**config.mk**
```make
export PLATFORM = sky130hd
export DESIGN_NAME = legacy_driver_support_logic
export DESIGN_NICKNAME = d
export VERILOG_FILES = /design/src/legacy_driver_pkg.sv /design/src/legacy_driver_support_logic.sv
export SDC_FILE = /design/constraint.sdc
export NUM_CORES = 1
export LEC_CHECK = 0
export ABC_CLOCK_PERIOD_IN_PS = 9900
export BUFFER_PORTS_ARGS = -buffer_cell sky130_fd_sc_hd__buf_4
export CORE_ASPECT_RATIO = 0.7
export CORE_UTILIZATION = 55
export CTS_BUF_LIST = sky130_fd_sc_hd__clkbuf_16
export CTS_CLUSTER_DIAMETER = 30
export DETAILED_ROUTE_END_ITERATION = 10
export PLACE_DENSITY = 0.83
export SYNTH_ARGS = -nofsm -noshare
export SYNTH_HDL_FRONTEND = slang
export SYNTH_SLANG_ARGS = --single-unit
```
**constraint.sdc**
```tcl
create_clock -name sys_clk -period 9.9 [get_ports sys_clk]
set_clock_uncertainty 0.2 [all_clocks]
set_input_delay 0.495 -clock sys_clk [delete_from_list [all_inputs] [get_ports sys_clk]]
set_output_delay 0.495 -clock sys_clk [all_outputs]
set_load 0.01 [all_outputs]
```
**src/legacy_driver_pkg.sv**
```systemverilog
// Package: constants and carriers for the legacy driver support logic
package legacy_driver_pkg;

	// ****************************************
	// Register map (plain port, word index)
	// ****************************************
	localparam logic [3:0] ADDR_GLOBAL_CONFIG      = 4'h0;
	localparam logic [3:0] ADDR_REFERENCE_CONFIG   = 4'h1;
	localparam logic [3:0] ADDR_DRIVER_LINK_CONFIG = 4'h4;
	localparam logic [3:0] ADDR_MOTOR_EVENT_MASK   = 4'h5;
	localparam logic [3:0] ADDR_STATUS             = 4'h6;
	localparam logic [3:0] ADDR_FULLSTEP_VEL       = 4'h7;
	localparam logic [3:0] ADDR_CHOPPER_DIV        = 4'h8;
	localparam logic [3:0] ADDR_STALL_VEL          = 4'h9;

	// ****************************************
	// Field positions
	// ****************************************
	localparam int FULLSTEP_SWITCH_ENABLE_BIT          = 19;
	localparam int CLK_PIN_LSB        = 14;
	localparam int STOP_ON_STALL_BIT  = 26;
	localparam int DRIVE_AFTER_BIT    = 27;
	localparam int FORMAT_LSB         = 0;
	localparam int IDLE_WORD_BIT      = 6;
	localparam int STALL_LIMIT_LSB    = 8;
	localparam int DOUBLE_RATE_BIT    = 20;
	localparam int SWAP_FLAG_BIT      = 21;
	localparam int MIXED_DECAY_LSB    = 22;
	localparam int MASK_LSB           = 16;
	localparam int STATUS_FLAGS_LSB   = 24;
	localparam int STATUS_FS_BIT      = 0;
	localparam int STATUS_STALL_BIT   = 1;
	localparam int STATUS_ACTIVE_BIT  = 2;

	// ****************************************
	// Codes and reset values
	// ****************************************
	localparam logic [3:0]  FORMAT_VARIANT_A = 4'h8;
	localparam logic [3:0]  FORMAT_VARIANT_B = 4'h9;
	localparam logic [1:0]  CLK_PIN_CHOPPER  = 2'h2;
	localparam logic [1:0]  DECAY_NEVER      = 2'h0;
	localparam logic [1:0]  DECAY_FALLING    = 2'h1;
	localparam logic [1:0]  DECAY_MOVING     = 2'h2;
	localparam logic [1:0]  DECAY_ALWAYS     = 2'h3;
	localparam logic [31:0] RESET_ZERO       = 32'h0000_0000;
	localparam logic [15:0] RESET_CHOP_DIV   = 16'h0010;

	// Outgoing current word fields
	typedef struct packed {
		logic       idle;
		logic       decay_b;
		logic       pol_b;
		logic [3:0] mag_b;
		logic       decay_a;
		logic       pol_a;
		logic [3:0] mag_a;
	} current_word_s;

	// Response flags from the driver
	typedef struct packed {
		logic [2:0] load;
		logic [7:0] flags;
	} response_s;

	typedef enum logic [2:0] {
		RUN_MICRO = 3'b001,
		RUN_FULL  = 3'b010,
		RUN_BLOCK = 3'b100
	} run_state_e;

endpackage

```
**src/legacy_driver_support_logic.sv**
```systemverilog
// Support logic for the older current-word stepper driver family
//
// The implementer's own choices: the strobed register port and the address map.
`timescale 1ns/1ns

// Summary of operation
// - Copy eight driver flags into status 31:24
// - Send word only when coarse current or idle bit changes
// - Each coil: four-bit magnitude plus polarity
// - Resolution finer than 16 leaves word unchanged
// - Fullstep currents above threshold velocity
// - Return to microstep below threshold
// - Fullstep flag while enabled and engaged
// - Two-bit decay setting selects mixed-decay policy
// - Decay bits from setting and table position
// - Pin code 10 outputs divided chopper clock
// - Reset default outputs undivided system clock
// - Standstill doubling halves divider when enabled, decay code not 00
// - Load value 0..7, lower means heavier
// - Stall when load at or below limit
// - Stall above velocity limit zeroes ramp velocity
// - Idle option zeroes currents, sends idle word
// - Swap option shows stall in status bit 24
// - Masked driver flags OR into motor event
// - Format codes 1000 or 1001 enable logic
module legacy_driver_support_logic (
	input  wire logic                              sys_clk,
	input  wire logic                              rst,
	input  wire logic                              clk_en,
	input  wire logic [3:0]                        reg_addr,
	input  wire logic [31:0]                       reg_wdata,
	input  wire logic                              reg_write,
	input  wire logic                              reg_read,
	output logic      [31:0]                       reg_rdata,
	input  wire logic [31:0]                       actual_ramp_velocity,
	input  wire logic [8:0]                        coil_a_current,
	input  wire logic [8:0]                        coil_b_current,
	input  wire logic [8:0]                        coil_a_fullstep,
	input  wire logic [8:0]                        coil_b_fullstep,
	input  wire logic [7:0]                        sine_lookup_table_pos,
	input  wire logic                              response_valid,
	input  wire legacy_driver_pkg::response_s      response,
	output legacy_driver_pkg::current_word_s       word_data,
	output logic                                   word_send,
	output logic                                   ramp_velocity_zero,
	output logic                                   motor_event,
	output logic                                   driver_clock_out
);

	// ****************************************
	// Registers
	// ****************************************
	logic [31:0] global_config_reg;
	logic [31:0] reference_config_reg;
	logic [31:0] driver_link_config_reg;
	logic [31:0] motor_flag_event_mask_reg;
	logic [31:0] fullstep_velocity_threshold_reg;
	logic [15:0] chopper_clock_divider_reg;
	logic [31:0] min_velocity_for_stall_reg;
	logic [7:0]  flags_reg;
	logic        stall_reg;
	logic        active_stall_reg;
	logic        fullstep_engaged_flag;
	legacy_driver_pkg::run_state_e state_reg;
	legacy_driver_pkg::current_word_s last_word_reg;
	logic        word_pending_reg;
	logic [15:0] div_count_reg;
	logic        div_clk_reg;

	// ****************************************
	// Configuration fields and derived signals
	// ****************************************
	logic        enabled;
	logic [1:0]  decay_mode;
	logic [31:0] abs_velocity;
	logic        moving;
	logic        stall_now;
	logic        stall_stop;
	logic [15:0] div_eff;
	logic [7:0]  status_flags;
	logic [31:0] status_word;
	logic [8:0]  cur_a;
	logic [8:0]  cur_b;
	legacy_driver_pkg::current_word_s new_word;

	// Either legacy format code turns the block on
	assign enabled = (driver_link_config_reg[legacy_driver_pkg::FORMAT_LSB +: 4] == legacy_driver_pkg::FORMAT_VARIANT_A)
		|| (driver_link_config_reg[legacy_driver_pkg::FORMAT_LSB +: 4] == legacy_driver_pkg::FORMAT_VARIANT_B);
	assign decay_mode   = driver_link_config_reg[legacy_driver_pkg::MIXED_DECAY_LSB +: 2];
	assign abs_velocity = actual_ramp_velocity[31] ? (~actual_ramp_velocity + 32'h0000_0001) : actual_ramp_velocity;
	assign moving       = (abs_velocity != 32'h0000_0000);

	// ****************************************
	// Register write port
	// ****************************************
	always_ff @(posedge sys_clk) begin
		if (rst) begin
			global_config_reg               <= legacy_driver_pkg::RESET_ZERO;
			reference_config_reg            <= legacy_driver_pkg::RESET_ZERO;
			driver_link_config_reg          <= legacy_driver_pkg::RESET_ZERO;
			motor_flag_event_mask_reg       <= legacy_driver_pkg::RESET_ZERO;
			fullstep_velocity_threshold_reg <= legacy_driver_pkg::RESET_ZERO;
			chopper_clock_divider_reg       <= legacy_driver_pkg::RESET_CHOP_DIV;
			min_velocity_for_stall_reg      <= legacy_driver_pkg::RESET_ZERO;
		end else if (clk_en && reg_write) begin
			case (reg_addr)
				legacy_driver_pkg::ADDR_GLOBAL_CONFIG:      global_config_reg <= reg_wdata;
				legacy_driver_pkg::ADDR_REFERENCE_CONFIG:   reference_config_reg <= reg_wdata;
				legacy_driver_pkg::ADDR_DRIVER_LINK_CONFIG: driver_link_config_reg <= reg_wdata;
				legacy_driver_pkg::ADDR_MOTOR_EVENT_MASK:   motor_flag_event_mask_reg <= reg_wdata;
				legacy_driver_pkg::ADDR_FULLSTEP_VEL:       fullstep_velocity_threshold_reg <= reg_wdata;
				legacy_driver_pkg::ADDR_CHOPPER_DIV:        chopper_clock_divider_reg <= reg_wdata[15:0];
				legacy_driver_pkg::ADDR_STALL_VEL:          min_velocity_for_stall_reg <= reg_wdata;
				default: ;
			endcase
		end
	end

	// Status composition; swap option puts stall on the lowest flag
	always_comb begin
		status_flags = flags_reg;
		if (driver_link_config_reg[legacy_driver_pkg::SWAP_FLAG_BIT]) begin
			status_flags[0] = stall_reg;
		end
		status_word = 32'h0000_0000;
		status_word[legacy_driver_pkg::STATUS_FLAGS_LSB +: 8] = status_flags;
		status_word[legacy_driver_pkg::STATUS_FS_BIT]     = fullstep_engaged_flag;
		status_word[legacy_driver_pkg::STATUS_STALL_BIT]  = stall_reg;
		status_word[legacy_driver_pkg::STATUS_ACTIVE_BIT] = active_stall_reg;
	end

	// ****************************************
	// Register read port, data one cycle later
	// ****************************************
	always_ff @(posedge sys_clk) begin
		if (rst) begin
			reg_rdata <= 32'h0000_0000;
		end else if (clk_en) begin
			if (reg_read) begin
				case (reg_addr)
					legacy_driver_pkg::ADDR_GLOBAL_CONFIG:      reg_rdata <= global_config_reg;
					legacy_driver_pkg::ADDR_REFERENCE_CONFIG:   reg_rdata <= reference_config_reg;
					legacy_driver_pkg::ADDR_DRIVER_LINK_CONFIG: reg_rdata <= driver_link_config_reg;
					legacy_driver_pkg::ADDR_MOTOR_EVENT_MASK:   reg_rdata <= motor_flag_event_mask_reg;
					legacy_driver_pkg::ADDR_STATUS:             reg_rdata <= status_word;
					legacy_driver_pkg::ADDR_FULLSTEP_VEL:       reg_rdata <= fullstep_velocity_threshold_reg;
					legacy_driver_pkg::ADDR_CHOPPER_DIV:        reg_rdata <= {16'h0000, chopper_clock_divider_reg};
					legacy_driver_pkg::ADDR_STALL_VEL:          reg_rdata <= min_velocity_for_stall_reg;
					default:                                    reg_rdata <= 32'h0000_0000;
				endcase
			end else begin
				reg_rdata <= 32'h0000_0000;
			end
		end
	end

	// ****************************************
	// Response capture and stall detection
	// ****************************************
	// Load compared unsigned: lower load value means heavier load
	assign stall_now = (response.load <= driver_link_config_reg[legacy_driver_pkg::STALL_LIMIT_LSB +: 3]);

	always_ff @(posedge sys_clk) begin
		if (rst) begin
			flags_reg <= 8'h00;
			stall_reg <= 1'b0;
		end else if (clk_en && response_valid && enabled) begin
			flags_reg <= response.flags;
			stall_reg <= stall_now;
		end
	end

	// Masked flags form the motor event as an OR, registered one cycle later
	always_ff @(posedge sys_clk) begin
		if (rst) begin
			motor_event <= 1'b0;
		end else if (clk_en) begin
			motor_event <= |(status_flags & motor_flag_event_mask_reg[legacy_driver_pkg::MASK_LSB +: 8]);
		end
	end

	// ****************************************
	// Stepping mode and stop on stall
	// ****************************************
	assign stall_stop = stall_reg && (abs_velocity > min_velocity_for_stall_reg)
		&& reference_config_reg[legacy_driver_pkg::STOP_ON_STALL_BIT]
		&& !reference_config_reg[legacy_driver_pkg::DRIVE_AFTER_BIT];

	// Block is held until software sets drive-after-stall; no self release
	always_ff @(posedge sys_clk) begin
		if (rst) begin
			state_reg <= legacy_driver_pkg::RUN_MICRO;
		end else if (clk_en) begin
			case (state_reg)
				legacy_driver_pkg::RUN_MICRO: begin
					if (stall_stop) begin
						state_reg <= legacy_driver_pkg::RUN_BLOCK;
					end else if (global_config_reg[legacy_driver_pkg::FULLSTEP_SWITCH_ENABLE_BIT]
						&& abs_velocity > fullstep_velocity_threshold_reg) begin
						state_reg <= legacy_driver_pkg::RUN_FULL;
					end
				end
				legacy_driver_pkg::RUN_FULL: begin
					if (stall_stop) begin
						state_reg <= legacy_driver_pkg::RUN_BLOCK;
					end else if (!global_config_reg[legacy_driver_pkg::FULLSTEP_SWITCH_ENABLE_BIT]
						|| abs_velocity < fullstep_velocity_threshold_reg) begin
						state_reg <= legacy_driver_pkg::RUN_MICRO;
					end
				end
				legacy_driver_pkg::RUN_BLOCK: begin
					if (reference_config_reg[legacy_driver_pkg::DRIVE_AFTER_BIT]) begin
						state_reg <= legacy_driver_pkg::RUN_MICRO;
					end
				end
				default: state_reg <= legacy_driver_pkg::RUN_MICRO;
			endcase
		end
	end

	assign fullstep_engaged_flag = (state_reg == legacy_driver_pkg::RUN_FULL)
		&& global_config_reg[legacy_driver_pkg::FULLSTEP_SWITCH_ENABLE_BIT];
	assign ramp_velocity_zero = (state_reg == legacy_driver_pkg::RUN_BLOCK) || stall_stop;

	always_ff @(posedge sys_clk) begin
		if (rst) begin
			active_stall_reg <= 1'b0;
		end else if (clk_en) begin
			active_stall_reg <= stall_stop;
		end
	end

	// ****************************************
	// Current word build and change filter
	// ****************************************
	// Only coarse bits reach the word, so finer resolutions never resend
	always_comb begin
		cur_a = fullstep_engaged_flag ? coil_a_fullstep : coil_a_current;
		cur_b = fullstep_engaged_flag ? coil_b_fullstep : coil_b_current;
		new_word = '0;
		new_word.pol_a = cur_a[8];
		new_word.mag_a = cur_a[7:4];
		new_word.pol_b = cur_b[8];
		new_word.mag_b = cur_b[7:4];
		// Falling slope: coil a in the second half of each table half (position bit 6 set), coil b in the first half
		case (decay_mode)
			legacy_driver_pkg::DECAY_NEVER: begin
				new_word.decay_a = 1'b0;
				new_word.decay_b = 1'b0;
			end
			legacy_driver_pkg::DECAY_FALLING: begin
				new_word.decay_a = sine_lookup_table_pos[6];
				new_word.decay_b = ~sine_lookup_table_pos[6];
			end
			legacy_driver_pkg::DECAY_MOVING: begin
				new_word.decay_a = moving;
				new_word.decay_b = moving;
			end
			default: begin
				new_word.decay_a = 1'b1;
				new_word.decay_b = 1'b1;
			end
		endcase
		if (state_reg == legacy_driver_pkg::RUN_BLOCK
			&& driver_link_config_reg[legacy_driver_pkg::IDLE_WORD_BIT]) begin
			new_word = '0;
			new_word.idle = 1'b1;
		end
	end

	always_ff @(posedge sys_clk) begin
		if (rst) begin
			last_word_reg    <= '0;
			word_data        <= '0;
			word_pending_reg <= 1'b0;
		end else if (clk_en) begin
			word_pending_reg <= 1'b0;
			if (enabled && (new_word.mag_a != last_word_reg.mag_a || new_word.pol_a != last_word_reg.pol_a
				|| new_word.mag_b != last_word_reg.mag_b || new_word.pol_b != last_word_reg.pol_b
				|| new_word.idle != last_word_reg.idle)) begin
				last_word_reg    <= new_word;
				word_data        <= new_word;
				word_pending_reg <= 1'b1;
			end
		end
	end
	assign word_send = word_pending_reg;

	// ****************************************
	// Chopper clock output
	// ****************************************
	// Idle doubling halves the divider; an effective divider below two holds the output high
	assign div_eff = (driver_link_config_reg[legacy_driver_pkg::DOUBLE_RATE_BIT]
		&& decay_mode != legacy_driver_pkg::DECAY_NEVER && !moving)
		? {1'b0, chopper_clock_divider_reg[15:1]} : chopper_clock_divider_reg;

	always_ff @(posedge sys_clk) begin
		if (rst) begin
			div_count_reg <= 16'h0000;
			div_clk_reg   <= 1'b0;
		end else if (clk_en) begin
			if (div_count_reg + 16'h0001 >= div_eff) begin
				div_count_reg <= 16'h0000;
				div_clk_reg   <= 1'b1;
			end else begin
				div_count_reg <= div_count_reg + 16'h0001;
				if (div_count_reg + 16'h0001 >= {1'b0, div_eff[15:1]}) begin
					div_clk_reg <= 1'b0;
				end
			end
		end
	end

	// Default pin code after reset forwards the system clock itself
	assign driver_clock_out = (global_config_reg[legacy_driver_pkg::CLK_PIN_LSB +: 2] == legacy_driver_pkg::CLK_PIN_CHOPPER)
		? div_clk_reg : sys_clk;

	// ****************************************
	// Assertions
	// ****************************************
	property p_stall_cmp;
		@(posedge sys_clk) disable iff (rst)
		(clk_en && response_valid && enabled) |=> (stall_reg == ($past(response.load) <= $past(driver_link_config_reg[10:8])));
	endproperty
	a_stall_cmp: assert property (p_stall_cmp) else $error("stall flag mismatch");

	property p_flags;
		@(posedge sys_clk) disable iff (rst)
		(clk_en && response_valid && enabled) |=> (flags_reg == $past(response.flags));
	endproperty
	a_flags: assert property (p_flags) else $error("flags not captured");

	property p_zero_vel;
		@(posedge sys_clk) disable iff (rst)
		stall_stop |-> ramp_velocity_zero;
	endproperty
	a_zero_vel: assert property (p_zero_vel) else $error("ramp not stopped");

	property p_block_hold;
		@(posedge sys_clk) disable iff (rst)
		(clk_en && state_reg == legacy_driver_pkg::RUN_BLOCK && !reference_config_reg[27]) |=> state_reg == legacy_driver_pkg::RUN_BLOCK;
	endproperty
	a_block_hold: assert property (p_block_hold) else $error("block released");

	property p_send_change;
		@(posedge sys_clk) disable iff (rst)
		word_send |-> (word_data != $past(word_data) || $past(word_data) == '0);
	endproperty
	a_send_change: assert property (p_send_change) else $error("word resent unchanged");

	property p_fs_flag;
		@(posedge sys_clk) disable iff (rst)
		fullstep_engaged_flag |-> global_config_reg[19];
	endproperty
	a_fs_flag: assert property (p_fs_flag) else $error("fullstep flag without enable");

	property p_equal_keep;
		@(posedge sys_clk) disable iff (rst)
		(clk_en && !stall_stop && abs_velocity == fullstep_velocity_threshold_reg && global_config_reg[19]
			&& state_reg != legacy_driver_pkg::RUN_BLOCK) |=> $stable(state_reg);
	endproperty
	a_equal_keep: assert property (p_equal_keep) else $error("mode toggled at equality");

	property p_event;
		@(posedge sys_clk) disable iff (rst)
		clk_en |=> motor_event == |($past(status_flags) & $past(motor_flag_event_mask_reg[23:16]));
	endproperty
	a_event: assert property (p_event) else $error("motor event mismatch");

	c_stall: cover property (@(posedge sys_clk) disable iff (rst) stall_stop);
	c_full: cover property (@(posedge sys_clk) disable iff (rst) state_reg == legacy_driver_pkg::RUN_FULL);
	c_send: cover property (@(posedge sys_clk) disable iff (rst) word_send && word_data.idle);

endmodule

```
### After elaboration in Yosys (flattened, before gate mapping)

Index checks and enable logic that the tools add are counted.

| operators by class | value |
|---|---|
| muxes and demuxes | 21 |
| equality and inequality tests | 23 |
| magnitude comparators | 6 |
| reduce and logical (&&, ||, !) cells | 38 |
| add/subtract/negate cells | 2 |
| bitwise operators | 3 |

Operators by type and width:

| cell | number |
|---|---|
| case mux 32 bit (8 select lines) | 1 |
| greater-than comparator 32 bit | 2 |
| two-way mux 32 bit | 2 |
| adder 32 x 1 -> 32 bit (second input constant) | 1 |
| < comparator 32 bit | 1 |
| two-way mux 16 bit | 2 |
| NOT 32 bit | 1 |
| nonzero test 32 bit | 1 |
| two-way mux 9 bit | 2 |
| AND reduction 2 bit | 9 |
| adder 16 x 1 -> 16 bit (second input constant) | 1 |
| == test 4 x 3 -> 1 bit (second input constant) | 4 |
| == test 4 bit (second input constant) | 4 |
| >= comparator 16 x 15 -> 1 bit | 1 |
| >= comparator 16 bit | 1 |
| two-way mux 3 bit | 5 |
| two-way mux 13 bit | 1 |
| logical AND 1 bit | 12 |
| case mux 3 bit (3 select lines) | 1 |
| AND 8 bit | 1 |
| inequality test 4 bit | 2 |
| OR reduction 8 bit | 1 |
| logical OR 1 bit | 7 |
| inequality test 3 bit (second input constant) | 2 |
| 17 further kinds | 28 |

| word-level totals | value |
|---|---|
| logic and storage cells | 116 |
| flip-flop bits (word level) | 285 |

### Longest topological paths before layout

Gate-level depths: netlist of run 1.

| depth | value |
|---|---|
| word-level depth | 13 |
| gate-level depth with buffers | 23 |
| gate-level depth less buffers | 19 |

==> impl_metrics.py, run 1 <==
metrics = {
    "status": {
        "status": "finished clean",
    },
    "cells_and_area": {
        "nNetsFinal": 2385,
        "final_area_mm2": 0.0189,
        "fillers": 2231,
        "final_cell_mix": "nand2_1 (483), a21oi_1 (298), dfxtp_1 (285)",
        "final_common_cell": "nand2_1",
        "syn_to_final_growth_pct": 20.5,
        "drive_above_1_share_pct": 13.3,
    },
    "detailed_routing": {
        "dr.pass1.iters": 7,
        "via_count": 16406,
        "vias_per_cell": 6.40,
        "drc": 0,
        "routedWlPerCell_um": 21.3,
        "ant_nets": 0,
        "drt-total-wl_um": 54600,
        "drt-initial-drc-count": 2227,
    },
    "power": {
        "peakVddDrop_uv": 118,
        "power.density_cell_area_mw_per_mm2": 162,
        "p_leak_nw": 6.92,
    },
    "grt": {
        "grt_pass1_wl_um": 84800,
        "grt_antenna_before_repair": 1,
        "grt_util_all_layers_pct": 37.1,
        "overflow": 0,
        "grt_pass1_vias": 15607,
        "grt_max_degree": 135,
    },
    "yosys": {
        "syn_area_mm2": 0.0157,
        "synth_nets": 2273,
        "synth.distinct_cells": 73,
        "ys.flop_type": "dfxtp_1",
        "netlist_instances": 2044,
        "yosysSeqAreaShare_pct": 36.4,
        "yosys.area.top_type_share_pct": 36.4,
        "synth_warnings": 0,
        "synth_area_leader_cell": "dfxtp_1",
        "synth_edf_count": 0,
        "synthArstFlopShare_pct": 0,
        "netlist_top_cells_area": "dfxtp_1 (36%), nand2_1 (12%), a21oi_1 (9.5%), ha_1 (8.0%), clkbuf_1 (3.2%)",
        "ys_ff_latch": 285,
        "syn_area_per_cell_um2": 7.66,
    },
    "placement": {
        "dp_hpwl_um": 35500,
        "preCtsSetupSlack_ns": 3.26,
        "dpl_cell_area_mm2": 0.0169,
        "gp_congestion": 0.968,
        "numPortBuffers": 154,
    },
    "critical_path": {
        "start_kind": "primary input",
        "slowest_stage": "nor4_1",
        "path_buf_inv": 4,
        "crit_type": "in2out",
        "crit_chain": "buf_4, inv_1, ha_1, or3b_2, nor4_1, buf_4, and2_0, nand2_1, o31ai_1, xnor2_1, ha_1, nand4_1, nor4_1, a21oi_1, nand2_1, a2bb2oi_1, nand2_1, buf_4",
        "max_stage_delay_ns": 0.79,
        "critical_path.top_delay_family": "simple AND/OR/NAND/NOR gates",
        "endpoint_kind": "output pin",
        "cp.required_ns": 9.21,
        "rrSetupSlack_ns": 5.49,
        "arrival_ns": 5.62,
        "crit_fanout": 8,
    },
    "cts": {
        "holdBufCountCts": 41,
        "cts_tree": "done",
        "cts_resized": 0,
        "cts_setup_buffers": 0,
        "insertion_delay_ns": 0.66,
        "path_clk_slew_ns": 0.05,
    },
    "sta": {
        "final-setup-viol-count": 0,
        "final.setup.worst_slack_ns": 3.59,
        "fmax_mhz": 158,
        "hold_violations": 0,
        "period_share_pct": 63.8,
        "fin_tns_setup_ns": 0,
        "slew_violations": 0,
        "min_period_ns": 6.31,
        "worstMarginPinSlew_ns": 1.15,
        "slew_headroom_pct": 21.1,
        "whs_ns": 0.0874,
        "rsz0062_at_grt": "false",
    },
    "floorplanning": {
        "core_area_mm2": 0.0279,
        "start_util_pct": 56.1,
        "die_x_um": 204,
        "dieHeight_um": 143,
        "boundaryPins": 178,
        "row_count": 51,
        "dieArea_mm2": 0.0292,
    },
    "job": {
        "maxCapViolations": 0,
    },
    "worst_hold_path": {
        "hold_class": "in2reg",
    },
}
[final cells by class]
cell class	count	area, um^2	area share (%)
inverters	85	319	1.69
repair buffers	211	1690	8.97
multi-input cells	1527	9130	48.4
flip-flops and latches	285	5710	30.2
well taps	371	464	2.46
clock buffers	49	1210	6.41
diodes	1	2.50	0.0133
clock inverters	33	340	1.80
[stage by stage]
stage	utilization [%]	instances	total power [mW]
global route	67.6	2561	3.14
floorplan	-	2044	1.34
global placement	60.6	2439	1.45
CTS	67.6	2561	3.05
detailed placement	60.6	2439	1.46
finish	67.7	2562	3.07
[kinds of logic after synthesis]
kind of cell,after synthesis,share of synthesized area (%)
compound gates,529,20.8
xor+xnor,60,3.36
fa+ha+maj,100,7.99
buf+inv,232,5.76
flops,285,36.4
mux,63,4.16
simple gates,775,21.5
[cells in the mapped netlist, types with 5 or more instances]
cell type and count:
nor2b_1 9, a222oi_1 28, nand3_1 31, and3_1 15, nor3_1 27, nor2_1 111, a22oi_1 44, nand4_1 28
a31oi_1 31, nand2_1 483, xor2_1 32, o211ai_1 7, dfxtp_1 285, or3_1 6, nor4_1 18, o31ai_1 7
a22o_1 13, clkbuf_1 135, mux2i_1 47, nand2b_1 8, a21oi_1 298, ha_1 100, a21o_1 15, a2111oi_0 6
mux2_2 14, or4_1 9, a211oi_1 5, inv_1 85, buf_1 7, xnor2_1 28, o21ai_0 36
[routing by layer]
| layer | part of all wire [%] | vias up | GRT usage (%) |
|---|---|---|---|
| li1 | - | 7411 | - |
| met1 | 40 | 7644 | 49.6 |
| met2 | 44 | 1160 | 57.0 |
| met3 | 13 | 189 | 8.35 |
| met4 | 3.6 | 2 | 17.1 |
| met5 | 0.029 | - | 0 |
[path summary, 6_finish.rpt]
| check | from | end | cells after the start |
|---|---|---|---|
| worst max-delay path | actual_ramp_velocity[0] | ramp_velocity_zero | 18 |
| worst min-delay path | coil_a_fullstep[4] | last_word_reg[0] | 5 |
| worst max register to register | driver_link_config_reg[22] | div_clk_reg | 13 |
| worst min register to register | global_config_reg[6] | global_config_reg[6] | 2 |
[worst reg2reg max path, delay by kind of cell, from the launching register on]
family,cells,cell delay (ns)
multiplexers,1,0.37
buffers and inverters,1,0.26
AND/OR/NAND/NOR,2,0.69
flip-flops,1,0.51
adder cells (fa/ha/maj),1,0.27
AO/OA/AOI/OAI,8,2.06
[report_power, final]
part           leakage [nW]  internal (mW)  switching [mW]
Sequential             2.30           1.15         0.00685
Combinational          3.87          0.108           0.179
Clock                 0.760          0.986           0.630
No activity file was read; power rests on OpenSTA's default activity.
==> inputs of run 2 (changes only) <==
- ABC_AREA: default -> 1
- ABC_CLOCK_PERIOD_IN_PS: 9900 -> 6600
- clock period: 9.9 -> 6.6 ns (I/O delays scaled with it)
==> run 2 against run 1 <==
  * Worst hold slack got worse by 0.074 ns
  * Synthesized cell count rose by 9.2%
  * Largest cell class unchanged
  * Clock power increased by 54%
  * Global-route usage down 1.3 points
  * Critical endpoint is now div_count_reg[14]
  * Register-to-register slack worse by 3.0 ns
  * Via count rose by 0.85%
  * Flip-flop and latch count is the same
  * Routed wire length shrank 2.7%
  * Worst setup slack got worse by 1.4 ns
  * Critical path type is now in2reg
  * First-iteration DRC count decreased by 29%
  * Non-clock buffer count up 21
==> impl_metrics.py, run 2 <==
metrics = {
    "yosys": {
        "yosysMostFrequentCell": "nand2_1",
        "netlist_top_cells_area": "dfxtp_1 (36%), a21oi_1 (10%), nand2_1 (9.4%), ha_1 (8.0%), o21ai_0 (7.5%)",
        "netlist_instances": 2232,
        "synthArstFlopShare_pct": 0,
        "ys.flop_type": "dfxtp_1",
        "synthTopCellsByCount": "nand2_1 (390), a21oi_1 (319), inv_1 (293), dfxtp_1 (285), o21ai_0 (234)",
        "synth_area_leader_cell": "dfxtp_1",
        "synth_warnings": 0,
        "synth.distinct_cells": 48,
        "synth_edf_count": 0,
        "synth_nets": 2461,
        "syn_area_mm2": 0.0156,
        "ys_ff_latch": 285,
        "syn_area_per_cell_um2": 7.01,
        "yosysSeqAreaShare_pct": 36.5,
        "yosys.area.top_type_share_pct": 36.5,
    },
    "detailed_routing": {
        "vias_per_cell": 5.90,
        "via_count": 16545,
        "drt-total-wl_um": 53100,
        "drc": 0,
        "drt-initial-drc-count": 1592,
        "ant_nets": 0,
        "dr.pass1.iters": 6,
        "routedWlPerCell_um": 18.9,
    },
    "power": {
        "peakVddDrop_uv": 239,
        "p_leak_nw": 7.78,
        "power.density_cell_area_mw_per_mm2": 248,
    },
    "worst_hold_path": {
        "hold_start": "coil_b_current[4]",
        "min_delay_worst_endpoint": "last_word_reg[6]",
        "hold_class": "in2reg",
        "min_path_cells": 7,
    },
    "sta": {
        "slew_violations": 0,
        "slew_headroom_pct": 13.8,
        "worstMarginPinSlew_ns": 1.29,
        "final-setup-viol-count": 0,
        "min_period_ns": 4.41,
        "final.setup.worst_slack_ns": 2.19,
        "fmax_mhz": 227,
        "hold_violations": 0,
        "fin_tns_setup_ns": 0,
        "period_share_pct": 66.9,
        "rsz0062_at_grt": "false",
    },
    "critical_path": {
        "cp.required_ns": 6.96,
        "rr_worst_depth": 19,
        "endpoint_kind": "flop",
        "arrival_ns": 4.77,
        "max_stage_delay_ns": 0.45,
        "r2r_end": "div_count_reg[14]",
        "crit_type": "in2reg",
        "critical_path.top_delay_family": "simple AND/OR/NAND/NOR gates",
        "slowest_stage": "nand2_1",
        "crit_top_cell": "nand2_1",
        "crit_fanout": 31,
        "path_buf_inv": 5,
        "reg2reg_from": "div_count_reg[0]",
        "rrSetupSlack_ns": 2.49,
        "start_kind": "primary input",
    },
    "placement": {
        "preCtsSetupSlack_ns": 1.67,
        "placedCellCount": 2657,
        "gp_congestion": 0.943,
        "numPortBuffers": 154,
        "dp_hpwl_um": 35800,
    },
    "cells_and_area": {
        "syn_to_final_growth_pct": 22.3,
        "fin_cells": 2804,
        "drive_above_1_share_pct": 12.7,
        "final_common_cell": "nand2_1",
        "final_cell_mix": "nand2_1 (385), a21oi_1 (318), inv_1 (291)",
        "nNetsFinal": 2626,
    },
    "floorplanning": {
        "dieArea_mm2": 0.0291,
        "start_util_pct": 56.1,
        "boundaryPins": 178,
        "row_count": 51,
        "dieHeight_um": 143,
        "core_area_mm2": 0.0279,
        "die_x_um": 204,
    },
    "grt": {
        "grt_max_degree": 120,
        "grt_util_all_layers_pct": 35.9,
        "grt_antenna_before_repair": 0,
        "grt_pass1_wl_um": 81700,
        "grt_pass1_vias": 15443,
        "overflow": 0,
    },
    "cts": {
        "insertion_delay_ns": 0.66,
        "cts_tree": "done",
        "path_clk_slew_ns": 0.06,
    },
    "status": {
        "status": "finished clean",
    },
    "job": {
        "maxCapViolations": 0,
    },
}
[run 2: layout make-up]
type,instances,area [um^2]
fillers,2288,8750
multi-input cells,1520,8310
flip-flops and latches,285,5710
repair buffers,232,1900
clock buffers,48,1180
inverters,311,1170
well taps,371,464
clock inverters,36,400
diodes,1,2.50
[run 2: worst max-delay path by stage]
stage                     slack (ns)                 to               startpoint  cells after the start
after floorplan                 2.62   driver_clock_out                  sys_clk                      2
after global placement          1.81  div_count_reg[14]  actual_ramp_velocity[0]                     26
after detailed placement        1.67  div_count_reg[14]  actual_ramp_velocity[0]                     26
after CTS                       2.22   driver_clock_out                  sys_clk                      5
after global routing            1.76  div_count_reg[14]  actual_ramp_velocity[0]                     26
final                           2.19  div_count_reg[14]  actual_ramp_velocity[0]                     26
[run 2: worst min-delay path, cell delays in order]
cell and delay (ns):
buf_4 0.08, nor2_1 0.03, nor2_1 0.08, o21ai_1 0.11
nand2_1 0.08, nand2_1 0.05, nor2_1 0.08
[run 2: cell families (layout without fill, tap and decap cells)]
kind of cell | count (synthesis) | after routing | share of synthesized area [%]
AOI/OAI and AO/OA | 702 | 702 | 24.7
xor gates and xnor gates | 23 | 23 | 1.29
adders and majority gates | 100 | 100 | 8.00
buffers and inverters | 427 | 627 | 10.5
DFF | 285 | 285 | 36.5
other | 0 | 1 | 0
and+or+nand+nor | 695 | 695 | 19.0
[run 2: where the power goes]
group	internal (mW)	switching, mW	total, mW
Clock	1.56	0.925	2.49
Sequential	1.75	0.0150	1.76
Combinational	0.189	0.317	0.507
Total	3.50	1.26	4.75
[run 2: repair_timing]
| item | in CTS | in global routing |
|---|---|---|
| buffers inserted | 0 | 0 |
| hold buffers | 63 | 0 |
| resized for setup | 0 | 0 |
| endpoints found under the hold margin | 237 | 0 |
[run 2: per-stage QoR]
step	utilization [%]	area (um^2)	hold WS [ns]	power (mW)
floorplan	-	15600	0.224	2.09
global placement	60.7	16900	0.234	2.25
finish	68.6	19100	0.0138	4.75
global route	68.6	19100	0.0450	4.90
CTS	68.6	19100	0.000353	4.74
detailed placement	60.7	16900	0.236	2.27
[run 2: metal layers]
| layer | track usage, % | vias to the layer above | routed length, um |
|---|---|---|---|
| li1 | - | 7845 | - |
| met1 | 47.1 | 7666 | 22200 |
| met2 | 57.2 | 886 | 23900 |
| met3 | 7.58 | 148 | 5330 |
| met4 | 14.8 | 0 | 1640 |
| met5 | 0 | - | 0 |
